--- config.mk ---
export PLATFORM = sky130hd
export DESIGN_NAME = dmc_mode_regs
export DESIGN_NICKNAME = d
export VERILOG_FILES = /design/src/dmc_mode_regs.v /design/src/dmc_serial_port.v
export VERILOG_INCLUDE_DIRS = /design/src
export SDC_FILE = /design/constraint.sdc
export NUM_CORES = 1
export LEC_CHECK = 0
export ABC_AREA = 1
export BUFFER_PORTS_ARGS = -buffer_cell sky130_fd_sc_hd__buf_2
export CAP_MARGIN = 20
export CORE_ASPECT_RATIO = 2
export CORE_MARGIN = 2
export CORE_UTILIZATION = 60
export CTS_BUF_LIST = sky130_fd_sc_hd__clkbuf_4 sky130_fd_sc_hd__clkbuf_8
export CTS_CLUSTER_DIAMETER = 100
export DETAILED_ROUTE_END_ITERATION = 6
export PLACE_DENSITY = 0.81
export SYNTH_ARGS = -nofsm -noshare
export SYNTH_HDL_FRONTEND = slang
export SYNTH_SLANG_ARGS = --single-unit
--- constraint.sdc ---
create_clock -name clk -period 2.1 [get_ports clk]
set_input_delay 0.105 -clock clk [delete_from_list [all_inputs] [get_ports clk]]
set_output_delay 0.105 -clock clk [all_outputs]
set_load 0.01 [all_outputs]
--- src/dmc_consts.vh ---
// Purpose: Constants of the DAC mode-control register bank.
// Assumes: Included by the design files by bare name.
// Notes:   Offsets, field positions, write masks and reset values only.
`ifndef DMC_CONSTS_VH
`define DMC_CONSTS_VH

// ----------------------------------------------------------------------
// Register offsets
// ----------------------------------------------------------------------
`define DMC_ADDR_PORT_PWR      5'h00
`define DMC_ADDR_FILT_MOD      5'h01
`define DMC_ADDR_DATA_FMT      5'h02
`define DMC_ADDR_PLL_DIV       5'h03
`define DMC_ADDR_PLL_PUMP      5'h04

// ----------------------------------------------------------------------
// Reset values
// ----------------------------------------------------------------------
`define DMC_RST_PORT_PWR       8'h00
`define DMC_RST_FILT_MOD       8'h04
`define DMC_RST_DATA_FMT       8'h00
`define DMC_RST_PLL_DIV        8'h00
`define DMC_RST_PLL_PUMP       8'h00

// ----------------------------------------------------------------------
// Stored bits of each register
// ----------------------------------------------------------------------
`define DMC_MASK_PORT_PWR      8'hDC
`define DMC_MASK_FILT_MOD      8'hFF
`define DMC_MASK_DATA_FMT      8'hF7
`define DMC_MASK_PLL_DIV       8'h83
`define DMC_MASK_PLL_PUMP      8'hC7

// ----------------------------------------------------------------------
// Field positions, port and power register
// ----------------------------------------------------------------------
`define DMC_B_BIDIR            7
`define DMC_B_LSB_FIRST        6
`define DMC_B_SOFT_RST         5
`define DMC_B_SLEEP            4
`define DMC_B_PWR_DOWN         3
`define DMC_B_ONE_RES          2
`define DMC_B_LOCK             1

// ----------------------------------------------------------------------
// Field positions, filter and modulation register
// ----------------------------------------------------------------------
`define DMC_F_INTERP           7:6
`define DMC_F_MOD              5:4
`define DMC_B_ZSTUFF           3
`define DMC_B_REAL_MIX         2
`define DMC_B_MOD_SIGN         1
`define DMC_B_SHARED_SEL       0

// ----------------------------------------------------------------------
// Field positions, data format register
// ----------------------------------------------------------------------
`define DMC_B_UNSIGNED         7
`define DMC_B_ONE_PORT         6
`define DMC_B_DRC_DRIVE        5
`define DMC_B_DRC_INV          4
`define DMC_B_ILV_INV          2
`define DMC_B_CSEL_INV         1
`define DMC_B_Q_FIRST          0

// ----------------------------------------------------------------------
// Field positions, PLL registers
// ----------------------------------------------------------------------
`define DMC_B_DRC_CTL          7
`define DMC_F_PLL_DIV          1:0
`define DMC_B_PLL_ON           7
`define DMC_B_PUMP_MANUAL      6
`define DMC_F_PUMP             2:0

`endif

--- src/dmc_mode_regs.v ---
// Purpose: Mode-control register bank of a dual interpolating DAC.
// Assumes: All inputs synchronous to clk; serial clock far below clk.
// Notes:   Register 00h survives a software reset; only rst_n clears it.
//
// Summary of operation
// - Bit 7 of 00h enables data pin output.
// - Bit 6 of 00h picks LSB-first order.
// - Writing bit 5 of 00h resets registers.
// - Bit 4 of 00h sleeps, DAC currents off.
// - Bit 3 of 00h powers down the device.
// - Bit 2 of 00h picks one-resistor reference.
// - Bit 1 of 00h reads PLL lock.
// - Bits 7:6 of 01h set interpolation rate.
// - Bit 3 of 01h enables zero stuffing.
// - Bit 2 of 01h selects real mixing.
// - Bit 0 of 01h selects shared pin source.
// - Bit 7 of 02h selects unsigned input.
// - Bit 6 of 02h selects one-port mode.
// - Bits 5:4 of 02h: clock drive, inversion.
// - Bit 2 of 02h inverts interleave clock.
// - Bit 1 of 02h inverts channel select.
// - Bit 0 of 02h puts Q first.
// - 03h holds prescaler and rate clock bit.
// - Bit 7 of 04h turns PLL on.
// - Bit 6 of 04h picks manual pump control.
// - Reset bit reads zero, spares 00h.
// - Serial port keeps working in power-down.
// - Lock bit valid only with PLL on.
`timescale 1ns/10ps
`include "dmc_consts.vh"

module dmc_mode_regs (
  // Clock and reset
  input  wire       clk,
  input  wire       rst_n,
  // Serial control port
  input  wire       ser_sel_n,
  input  wire       ser_clk,
  input  wire       ser_data_pin_in,
  output wire       ser_data_pin_out,
  output wire       ser_data_pin_oe,
  output wire       ser_dout_out,
  output wire       ser_dout_oe,
  // Status and clock sources from the datapath
  input  wire       pll_lock_in,
  input  wire       data_rate_clk_src,
  input  wire       interleave_clk_src,
  input  wire       channel_select_in,
  // Pin-level results
  output reg        data_rate_clock_out,
  output reg        interleave_clock_out,
  output reg        channel_select,
  output reg        shared_pin_out,
  output reg        lock_indicator,
  // Power control
  output reg        dac_current_off,
  output wire       power_down,
  output wire       one_resistor_mode,
  output reg        soft_reset_pulse,
  // Filter and modulation settings
  output wire [1:0] interp_rate,
  output wire [1:0] mod_mode,
  output wire       mod_sign_pos,
  output wire       zero_stuff_en,
  output wire       real_mix,
  // Data port settings
  output wire       unsigned_data,
  output wire       one_port_mode,
  output wire       drc_drive_strong,
  output wire       q_first,
  // PLL settings
  output wire       drc_ctl,
  output wire [1:0] pll_div,
  output wire       pll_on,
  output wire       pump_manual,
  output wire [2:0] pump_ctl
);

  // ----------------------------------------------------------------------
  // Register storage
  // ----------------------------------------------------------------------
  reg  [7:0] port_and_power_control;
  reg  [7:0] filter_and_modulation_control;
  reg  [7:0] input_data_format_control;
  reg  [7:0] pll_divider_control;
  reg  [7:0] pll_enable_and_pump_control;

  wire       wr_stb;
  wire [4:0] wr_addr;
  wire [7:0] wr_data;
  wire [4:0] rd_addr;
  reg  [7:0] rd_data;

  wire       soft_reset_req;

  // ----------------------------------------------------------------------
  // Serial control port
  // ----------------------------------------------------------------------
  // The port has no power gating, so registers stay reachable even while
  // power-down holds the rest of the device off.
  dmc_serial_port u_port (
    .clk       (clk),
    .rst_n     (rst_n),
    .sel_n     (ser_sel_n),
    .sclk      (ser_clk),
    .din       (ser_data_pin_in),
    .sdio_out  (ser_data_pin_out),
    .sdio_oe   (ser_data_pin_oe),
    .sdo_out   (ser_dout_out),
    .sdo_oe    (ser_dout_oe),
    .lsb_first (port_and_power_control[`DMC_B_LSB_FIRST]),
    .bidir     (port_and_power_control[`DMC_B_BIDIR]),
    .rd_addr   (rd_addr),
    .rd_data   (rd_data),
    .wr_stb    (wr_stb),
    .wr_addr   (wr_addr),
    .wr_data   (wr_data)
  );

  // ----------------------------------------------------------------------
  // Register writes
  // ----------------------------------------------------------------------
  assign soft_reset_req = wr_stb && wr_addr == `DMC_ADDR_PORT_PWR &&
                          wr_data[`DMC_B_SOFT_RST];

  // Register 00h is never touched by the software reset; otherwise the
  // write that requests it would undo its own port settings.
  always @(posedge clk or negedge rst_n) begin
    if (!rst_n) begin
      port_and_power_control <= `DMC_RST_PORT_PWR;
    end else if (wr_stb && wr_addr == `DMC_ADDR_PORT_PWR) begin
      port_and_power_control <= wr_data & `DMC_MASK_PORT_PWR;
    end
  end

  always @(posedge clk or negedge rst_n) begin
    if (!rst_n) begin
      filter_and_modulation_control <= `DMC_RST_FILT_MOD;
      input_data_format_control     <= `DMC_RST_DATA_FMT;
      pll_divider_control           <= `DMC_RST_PLL_DIV;
      pll_enable_and_pump_control   <= `DMC_RST_PLL_PUMP;
    end else if (soft_reset_req) begin
      filter_and_modulation_control <= `DMC_RST_FILT_MOD;
      input_data_format_control     <= `DMC_RST_DATA_FMT;
      pll_divider_control           <= `DMC_RST_PLL_DIV;
      pll_enable_and_pump_control   <= `DMC_RST_PLL_PUMP;
    end else if (wr_stb) begin
      case (wr_addr)
        `DMC_ADDR_FILT_MOD: begin
          filter_and_modulation_control <= wr_data & `DMC_MASK_FILT_MOD;
        end
        `DMC_ADDR_DATA_FMT: begin
          input_data_format_control <= wr_data & `DMC_MASK_DATA_FMT;
        end
        `DMC_ADDR_PLL_DIV: begin
          pll_divider_control <= wr_data & `DMC_MASK_PLL_DIV;
        end
        `DMC_ADDR_PLL_PUMP: begin
          pll_enable_and_pump_control <= wr_data & `DMC_MASK_PLL_PUMP;
        end
        default: begin
          filter_and_modulation_control <= filter_and_modulation_control;
        end
      endcase
    end
  end

  // The restart pulse lets the datapath flush state along with the bank.
  always @(posedge clk or negedge rst_n) begin
    if (!rst_n) begin
      soft_reset_pulse <= 1'b0;
    end else begin
      soft_reset_pulse <= soft_reset_req;
    end
  end

  // ----------------------------------------------------------------------
  // Register readback
  // ----------------------------------------------------------------------
  always @* begin
    case (rd_addr)
      `DMC_ADDR_PORT_PWR: begin
        rd_data = port_and_power_control;
        rd_data[`DMC_B_LOCK] = lock_indicator;
      end
      `DMC_ADDR_FILT_MOD: begin
        rd_data = filter_and_modulation_control;
      end
      `DMC_ADDR_DATA_FMT: begin
        rd_data = input_data_format_control;
      end
      `DMC_ADDR_PLL_DIV: begin
        rd_data = pll_divider_control;
      end
      `DMC_ADDR_PLL_PUMP: begin
        rd_data = pll_enable_and_pump_control;
      end
      default: begin
        rd_data = 8'h00;
      end
    endcase
  end

  // ----------------------------------------------------------------------
  // Control fields
  // ----------------------------------------------------------------------
  assign power_down        = port_and_power_control[`DMC_B_PWR_DOWN];
  assign one_resistor_mode = port_and_power_control[`DMC_B_ONE_RES];

  assign interp_rate   = filter_and_modulation_control[`DMC_F_INTERP];
  assign mod_mode      = filter_and_modulation_control[`DMC_F_MOD];
  assign mod_sign_pos  = filter_and_modulation_control[`DMC_B_MOD_SIGN];
  assign zero_stuff_en = filter_and_modulation_control[`DMC_B_ZSTUFF];
  assign real_mix      = filter_and_modulation_control[`DMC_B_REAL_MIX];

  assign unsigned_data    = input_data_format_control[`DMC_B_UNSIGNED];
  assign one_port_mode    = input_data_format_control[`DMC_B_ONE_PORT];
  assign drc_drive_strong = input_data_format_control[`DMC_B_DRC_DRIVE];
  assign q_first          = input_data_format_control[`DMC_B_Q_FIRST];

  assign drc_ctl     = pll_divider_control[`DMC_B_DRC_CTL];
  assign pll_div     = pll_divider_control[`DMC_F_PLL_DIV];
  assign pll_on      = pll_enable_and_pump_control[`DMC_B_PLL_ON];
  assign pump_manual = pll_enable_and_pump_control[`DMC_B_PUMP_MANUAL];
  // Automatic control hides the programmed pump setting from the PLL.
  assign pump_ctl    = pump_manual ?
                       pll_enable_and_pump_control[`DMC_F_PUMP] : 3'h0;

  // ----------------------------------------------------------------------
  // Pin-level outputs
  // ----------------------------------------------------------------------
  // Each pin is retimed once, which costs one clk of delay on the clock
  // outputs but keeps them glitch free when an invert bit changes.
  always @(posedge clk or negedge rst_n) begin
    if (!rst_n) begin
      data_rate_clock_out  <= 1'b0;
      interleave_clock_out <= 1'b0;
      channel_select       <= 1'b0;
      shared_pin_out       <= 1'b0;
      lock_indicator       <= 1'b0;
      dac_current_off      <= 1'b0;
    end else begin
      data_rate_clock_out  <= data_rate_clk_src ^
                              input_data_format_control[`DMC_B_DRC_INV];
      interleave_clock_out <= interleave_clk_src ^
                              input_data_format_control[`DMC_B_ILV_INV];
      channel_select       <= channel_select_in ^
                              input_data_format_control[`DMC_B_CSEL_INV];
      // Lock is reported only while the PLL runs, otherwise it is noise.
      lock_indicator       <= pll_lock_in & pll_on;
      shared_pin_out       <=
        filter_and_modulation_control[`DMC_B_SHARED_SEL] ?
        (data_rate_clk_src ^ input_data_format_control[`DMC_B_DRC_INV]) :
        (pll_lock_in & pll_on);
      // Power-down implies the output currents are off as well.
      dac_current_off      <= port_and_power_control[`DMC_B_SLEEP] |
                              port_and_power_control[`DMC_B_PWR_DOWN];
    end
  end

endmodule

--- src/dmc_serial_port.v ---
// Purpose: Serial control port framing: instruction, data bytes, readout.
// Assumes: Port pins are synchronous to clk; each serial clock level
//          lasts at least two clk periods.
// Notes:   Reads fetch register data one clk after the byte boundary.
`timescale 1ns/10ps
`include "dmc_consts.vh"

module dmc_serial_port (
  // Clock and reset
  input  wire       clk,
  input  wire       rst_n,
  // Serial pins
  input  wire       sel_n,
  input  wire       sclk,
  input  wire       din,
  output reg        sdio_out,
  output reg        sdio_oe,
  output reg        sdo_out,
  output reg        sdo_oe,
  // Port configuration
  input  wire       lsb_first,
  input  wire       bidir,
  // Register access
  output reg  [4:0] rd_addr,
  input  wire [7:0] rd_data,
  output reg        wr_stb,
  output reg  [4:0] wr_addr,
  output reg  [7:0] wr_data
);

  localparam PH_INSTR = 2'b00;
  localparam PH_DATA  = 2'b01;
  localparam PH_DONE  = 2'b10;

  reg       sclk_q;
  reg [1:0] phase;
  reg [2:0] bit_cnt;
  reg       is_read;
  reg [1:0] bytes_left;
  reg [7:0] shift_in;
  reg [7:0] shift_out;
  reg       load_pend;

  wire       rise = sclk & ~sclk_q;
  wire       fall = ~sclk & sclk_q;
  wire [7:0] next_in = lsb_first ? {din, shift_in[7:1]} :
                                   {shift_in[6:0], din};
  wire [4:0] next_addr = lsb_first ? rd_addr + 5'h01 : rd_addr - 5'h01;

  always @(posedge clk or negedge rst_n) begin
    if (!rst_n) begin
      sclk_q     <= 1'b0;
      phase      <= PH_INSTR;
      bit_cnt    <= 3'h0;
      is_read    <= 1'b0;
      bytes_left <= 2'h0;
      shift_in   <= 8'h00;
      shift_out  <= 8'h00;
      load_pend  <= 1'b0;
      rd_addr    <= 5'h00;
      wr_stb     <= 1'b0;
      wr_addr    <= 5'h00;
      wr_data    <= 8'h00;
      sdio_out   <= 1'b0;
      sdio_oe    <= 1'b0;
      sdo_out    <= 1'b0;
      sdo_oe     <= 1'b0;
    end else begin
      sclk_q <= sclk;
      wr_stb <= 1'b0;
      if (load_pend) begin
        shift_out <= rd_data;
        load_pend <= 1'b0;
      end
      // A high select aborts any cycle and restarts at the instruction.
      if (sel_n) begin
        phase   <= PH_INSTR;
        bit_cnt <= 3'h0;
        sdio_oe <= 1'b0;
        sdo_oe  <= 1'b0;
      end else begin
        if (rise && phase != PH_DONE) begin
          shift_in <= next_in;
          bit_cnt  <= bit_cnt + 3'h1;
          if (bit_cnt == 3'h7) begin
            if (phase == PH_INSTR) begin
              is_read    <= next_in[7];
              bytes_left <= next_in[6:5];
              rd_addr    <= next_in[4:0];
              load_pend  <= next_in[7];
              phase      <= PH_DATA;
            end else begin
              wr_stb    <= ~is_read;
              wr_addr   <= rd_addr;
              wr_data   <= next_in;
              rd_addr   <= next_addr;
              load_pend <= is_read;
              if (bytes_left == 2'h0)
                phase <= PH_DONE;
              else
                bytes_left <= bytes_left - 2'h1;
            end
          end
        end
        if (fall && phase == PH_DATA && is_read) begin
          sdio_out  <= lsb_first ? shift_out[0] : shift_out[7];
          sdo_out   <= lsb_first ? shift_out[0] : shift_out[7];
          shift_out <= lsb_first ? {1'b0, shift_out[7:1]} :
                                   {shift_out[6:0], 1'b0};
          // The data pin only turns round when software allowed it.
          sdio_oe   <= bidir;
          sdo_oe    <= ~bidir;
        end else if (fall && phase != PH_DATA) begin
          sdio_oe <= 1'b0;
          sdo_oe  <= 1'b0;
        end
      end
    end
  end

endmodule

==> results_dict.tcl, run 1 <==
set metrics [dict create \
    drc 0 \
    hold_slack_ps 139 \
    grt_setup_unrepaired "no" \
    tns_ps 0 \
    cts_max_level 3 \
    vias_per_cell 5.43 \
    chipHeight_um 123 \
    cts.sinks 83 \
    relSlewSlack_pct 64.5 \
    arrival_ps 2030 \
    dieWidth_um 63.5 \
    clockBufferDepth 2 \
    overflow 0 \
    syn_to_final_growth_pct 11.4 \
    ys_ff_latch 83 \
    setup_viol 0 \
    yosysWarnings 0 \
    insertion_delay_ps 360 \
    hp-class "in2reg" \
    ant_nets 0 \
    fillers 581 \
    tightestPinTransition_ps 527 \
    yosysTopAreaCell "dfrtp_1" \
    ys_top_cells_by_area "dfrtp_1 48%, nand2_1 14%, o21ai_0 5.2%" \
    startpoint_type "primary input" \
    synthArstFlopShare_pct 100 \
    crit_path_max_fanout 22 \
    path_cells "dlygate4sd3_1 -> buf_2 -> inv_1 -> nor2_1 -> nand2_4 -> nor2_8 -> nand2_4 -> nor2_8 -> inv_2 -> nand2_1 -> o21ai_1" \
    synth_edf_count 0 \
    ctsResizeCount 0 \
    cp_data_required_time_ps 2320 \
    seq_area_sq_um 2080 \
    rows 43 \
    start_util_pct 61.6 \
    netlist_area_sq_um 4240 \
    endpoint "u_port.wr_data[0]" \
    port_buffers 40 \
    max_freq_mhz 553 \
    path_delay_family "simple AND/OR/NAND/NOR gates" \
    max_stage_delay_ps 520 \
    timing.rr.start "u_port.sclk_q" \
    rr_endpoint "u_port.wr_data[0]" \
    min_from "ser_sel_n" \
    layout_common_cells "162 x nand2_1, 82 x dfrtp_1, 52 x inv_1" \
    synthFlopType "dfrtp_1" \
    wl_met2_um 5680 \
    synth_fp_nets 538 \
    reg2reg_slack_ps 300 \
    place_congestion 0.890 \
    netlist.area_leader.share_pct 48.4 \
    drt_iter0_drc 292 \
    grt_pass1_wl_um 16700 \
    startpoint "ser_clk" \
    end_kind "flop" \
    cap_violations 0 \
    die-area_sq_um 7800 \
    netlist_instances 521 \
    dp_hpwl_um 7610 \
    p_per_area_nw_per_um2 628 \
    ios 41 \
    grt_use_total_pct 28.1 \
    grt_pass1_vias 3611 \
    irDropWorstVdd_mv 0.603 \
    wl_met1_um 3570 \
    n_antenna_cell 0 \
    highest_layer "met4" \
    fin_crit_ps 1810 \
    nNetsFinal 579 \
    layout-drive-gt1-share_pct 16.3 \
    slew_violations 0 \
    vias 3560 \
    final_common_cell "nand2_1" \
    antenna_found_initial 0 \
    drt_wl_total_um 9970 \
    ff2ff_path_depth 8 \
    crit_cells 11 \
    slowest_stage "dlygate4sd3_1" \
    final_util_pct 68.6 \
    finalHoldViolations 0 \
    path_buf_inv 4 \
    cts_tree "yes" \
    synthDistinctLibCells 32 \
    wl_met3_um 345 \
    yosysSeqAreaShare_pct 49.0 \
    drt-pass1-iter-count 4 \
    crit_type "in2reg" \
    grt_max_degree 63 \
    wl_per_cell_um 15.2 \
    post-route-period-util_pct 86.2 \
    p_leak_nw 2.57 \
    multi_input_area_sq_um 1790 \
    numCtsBuffers 9 \
    finalClockSkew_ps 8.54 \
    outcome "finished, final reports clean" \
    synth_area_per_cell_sq_um 8.14 \
    clkTransAtPathRegs_ps 70 \
    core_region_area_sq_um 6890 \
    root_buffer "clkbuf_8" \
]
==> layer usage <==
metal,up-vias,GRT usage [%]
li1,1752,-
met1,1696,29.4
met2,83,51.8
met3,29,4.00
met4,0,17.4
met5,-,0
==> worst min-delay path by stage <==
stage,end,slack [ps],depth (start not counted)
global route,u_port.shift_in[7],160,4
floorplan,channel_select,-190,0
finish,u_port.shift_in[7],140,4
detailed placement,channel_select,20,1
CTS,u_port.shift_in[7],120,4
global placement,pll_enable_and_pump_control[1],10,1
==> power breakdown <==
| group | switching [W] | leakage, nW | internal (W) | total, W |
|---|---|---|---|---|
| sequential | 0.0000273 | 1.02 | 0.00165 | 0.00168 |
| combinational | 0.000146 | 1.46 | 0.0000733 | 0.000219 |
| clock | 0.000541 | 0.0987 | 0.000530 | 0.00107 |
| total | 0.000714 | 2.57 | 0.00225 | 0.00297 |
==> sequential cells by signal, indices dropped and copies added, names as in the netlist, 2 cells and up <==
signal,count
filter_and_modulation_control,8
u_port.shift_in,8
u_port.shift_out,8
u_port.wr_data,8
input_data_format_control,7
pll_enable_and_pump_control,5
port_and_power_control,5
u_port.rd_addr,5
u_port.wr_addr,5
pll_divider_control,3
u_port.bit_cnt,3
u_port.bytes_left,2
u_port.phase,2
==> repair_timing <==
item,4_1_cts,5_1_grt
hold buffers,6,0
endpoints found under the setup margin,0,0
hold endpoints to repair,41,0
setup buffers,0,0
==> final cells by class <==
class | count | area share [%]
timing repair buffer | 55 | 7.26
sequential | 83 | 44.0
clock buffer | 13 | 3.65
clock inverter | 2 | 0.212
inverter | 57 | 4.53
tap | 90 | 2.38
multi-input combinational | 356 | 38.0
==> stage by stage <==
step | area [sq um] | std cells | total power, W | worst slack [ps]
floorplan | 4240 | 521 | 0.00182 | 572
global placement | 4480 | 635 | 0.00191 | 295
detailed placement | 4480 | 635 | 0.00192 | 304
CTS | 4720 | 656 | 0.00299 | 279
global route | 4720 | 656 | 0.00308 | 93.2
finish | 4720 | 656 | 0.00297 | 290
==> kinds of logic after synthesis <==
group                      Yosys count  share of synthesized area [%]
AOI/OAI and AO/OA                   88                           12.0
and+or+nand+nor                    255                           26.9
DFF                                 83                           49.0
xor gates and xnor gates             5                           1.03
buffers and inverters               82                           8.70
adders and majority gates            8                           2.36
==> synth_stat cells (3+ instances only) <==
cell,count
nand2_1,162
dfrtp_1,82
inv_1,52
o21ai_0,44
nor2_1,31
nand3_1,29
nand4_1,22
o21ai_1,14
o21ai_2,11
clkbuf_1,10
a21oi_1,8
ha_1,8
buf_2,6
buf_4,6
xor2_1,5
inv_2,4
nand2_2,3
==> worst reg2reg max path, cell delays in order, from the launching register on <==
cell	delay, ps
dfrtp_1	380
nor2_1	180
nand2_4	100
nor2_8	220
nand2_4	160
nor2_8	330
inv_2	150
nand2_1	90
o21ai_1	70
No activity file was read; power rests on OpenSTA's default activity.
==> inputs of run 2 (changes only) <==
--- a/config.mk
+++ b/config.mk
@@ -6,7 +6,6 @@
 export SDC_FILE = /design/constraint.sdc
 export NUM_CORES = 1
 export LEC_CHECK = 0
-export ABC_AREA = 1
 export BUFFER_PORTS_ARGS = -buffer_cell sky130_fd_sc_hd__buf_2
 export CAP_MARGIN = 20
 export CORE_ASPECT_RATIO = 2
@@ -16,6 +15,7 @@
 export CTS_CLUSTER_DIAMETER = 100
 export DETAILED_ROUTE_END_ITERATION = 6
 export PLACE_DENSITY = 0.81
+export RECOVER_POWER = 100
 export SYNTH_ARGS = -nofsm -noshare
 export SYNTH_HDL_FRONTEND = slang
 export SYNTH_SLANG_ARGS = --single-unit
==> run 2 against run 1 <==
  * Non-clock buffer count unchanged
  * Largest power group unchanged
  * Count of clock-buffer cells in the layout down 1
  * Highest routed layer unchanged
  * Worst setup slack worse by 150 ps
  * Largest cell class unchanged
  * First-iteration DRC count down 1.7%
  * Total power up 7.2%
==> results_dict.tcl, run 2 <==
set metrics [dict create \
    ant_nets 0 \
    pwr-share-seq_pct 52.9 \
    synthDistinctLibCells 61 \
    hp-class "in2reg" \
    yosysWarnings 0 \
    synth_common_cells "82 x dfrtp_1, 46 x nand2_1, 27 x o21ai_0, 22 x a21oi_1, 15 x mux2i_1" \
    irDropWorstVdd_mv 0.528 \
    die-area_sq_um 7440 \
    preCtsSetupSlack_ps 268 \
    nNetsFinal 437 \
    synth_fp_nets 398 \
    fin_crit_ps 1960 \
    grt_max_degree 54 \
    tns_ps 0 \
    power_w 0.00318 \
    port_buffers 40 \
    netlist_instances 381 \
    insertion_delay_ps 360 \
    overflow 0 \
    netlist.area_leader.share_pct 50.8 \
    final.setup.worst_slack_ps 144 \
    cts.sinks 83 \
    synth_area_per_cell_sq_um 10.6 \
    switchingPower_w 0.000713 \
    antenna_found_initial 0 \
    ctsResizeCount 0 \
    reg2reg_slack_ps 140 \
    arrival_ps 2170 \
    cp_data_required_time_ps 2320 \
    ys_top_cells_by_area "dfrtp_1 51%, nand2_1 4.3%, mux2i_1 3.7%" \
    hold_slack_ps 157 \
    finalClockSkew_ps 11.6 \
    n_antenna_cell 0 \
    grt_pass1_vias 3055 \
    place_congestion 0.928 \
    vias 3155 \
    clockBufferDepth 2 \
    rows 42 \
    clkTransAtPathRegs_ps 80 \
    cts_max_level 3 \
    min_from "ser_data_pin_in" \
    start_util_pct 61.5 \
    syn_to_final_growth_pct 10.6 \
    timing.rr.start "u_port.rd_addr[0]" \
    p_per_area_nw_per_um2 712 \
    end_kind "flop" \
    layout_common_cells "82 x dfrtp_1, 47 x nand2_1, 35 x clkbuf_1" \
    p_comb_share_pct 6.6 \
    final_common_cell "dfrtp_1" \
    max_freq_mhz 511 \
    ios 41 \
    yosysTopAreaCell "dfrtp_1" \
    wl_per_cell_um 18.8 \
    crit_path_max_fanout 8 \
    swShare_pct 22.4 \
    synth_edf_count 0 \
    dieWidth_um 62.0 \
    crit_type "reg2reg" \
    hold_depth 3 \
    p_leak_nw 1.88 \
    yosysMostFrequentCell "dfrtp_1" \
    drt_wl_total_um 9640 \
    drt-pass1-iter-count 5 \
    dp_hpwl_um 7150 \
    ff2ff_path_depth 6 \
    slew_violations 0 \
    cap_violations 0 \
    chipHeight_um 120 \
    outcome "finished, final reports clean" \
    drc 0 \
    yosysSeqAreaShare_pct 51.5 \
    clockPowerShare_pct 40.4 \
    core_region_area_sq_um 6570 \
    synthArstFlopShare_pct 100 \
    finalHoldViolations 0 \
    startpoint_type "flop" \
    setup_viol 0 \
    ys_ff_latch 83 \
    power.internal_w 0.00247 \
    cts_tree "yes" \
    grt_setup_unrepaired "no" \
    grt_pass1_wl_um 15100 \
    synthFlopType "dfrtp_1" \
    tightestPinTransition_ps 769 \
    drt_iter0_drc 287 \
    worstHoldEndpoint "u_port.shift_in[0]" \
    root_buffer "clkbuf_8" \
    grt_use_total_pct 28.2 \
    netlist_area_sq_um 4040 \
    relSlewSlack_pct 48.7 \
    rr_endpoint "u_port.shift_out[2]" \
    vias_per_cell 6.15 \
    post-route-period-util_pct 93.2 \
    layout-drive-gt1-share_pct 12.2 \
    numCtsBuffers 9 \
]
## run 2: worst max-delay path by stage
stage | start | slack [ps] | cells past startpoint | endpoint
finish | u_port.rd_addr[0] | 140 | 6 | u_port.shift_out[2]
CTS | u_port.rd_addr[0] | 220 | 6 | u_port.shift_out[2]
global route | u_port.rd_addr[0] | 30 | 6 | u_port.shift_out[6]
global placement | u_port.rd_addr[0] | 340 | 6 | u_port.shift_out[6]
detailed placement | u_port.bit_cnt[0] | 270 | 6 | u_port.bytes_left[1]
floorplan | u_port.rd_addr[0] | 440 | 7 | u_port.shift_out[6]
## run 2: final cells by class
cell class / instances / area [sq um]
Clock inverter: 4 / 72.6
Fill cell: 536 / 2100
Timing Repair Buffer: 55 / 277
Inverter: 10 / 37.5
Sequential cell: 83 / 2080
Multi-Input combinational cell: 261 / 1730
Tap cell: 88 / 110
Clock buffer: 12 / 159
## run 2: routing by layer
| metal | global-route usage, % | vias to the layer above | share of wire [%] |
|---|---|---|---|
| met5 | 0 | - | 0 |
| met4 | 17.7 | 0 | 7.2 |
| met3 | 6.25 | 43 | 4.0 |
| met2 | 47.5 | 120 | 53 |
| met1 | 29.7 | 1546 | 35 |
| li1 | - | 1446 | - |
## run 2: kinds of logic after synthesis
group,after synthesis,share of synthesized area (%)
compound gates,109,18.2
xor+xnor,4,0.868
simple gates,113,14.9
buf+inv,37,4.96
mux,27,7.16
fa+ha+maj,8,2.48
flops,83,51.5
## run 2: through the flow
stage,instances,utilization [%],instance area [sq um]
after global placement,490,64.9,4260
after floorplan,381,-,4040
after CTS,513,69.4,4560
after detailed placement,490,64.9,4260
after global routing,513,68.0,4470
final,513,68.0,4470
## run 2: what timing repair did
action | CTS | global route
hold buffers | 7 | 0
hold endpoints to repair | 36 | 0
setup buffers | 0 | 0
## run 2: critical path, cell delays in order, from the launching register on
cell and delay [ps]:
dfrtp_1 450, inv_1 150, ha_1 320, nor4_1 430, a211oi_1 150, a21oi_1 230, a21oi_2 80
## run 2: power groups by stage
stage / clock (W) / combinational (W) / sequential, W
after floorplan: 0 / 0.000127 / 0.00170
after global placement: 0 / 0.000208 / 0.00171
after detailed placement: 0 / 0.000213 / 0.00171
after CTS: 0.00131 / 0.000225 / 0.00168
after global routing: 0.00138 / 0.000236 / 0.00169
final: 0.00129 / 0.000210 / 0.00168
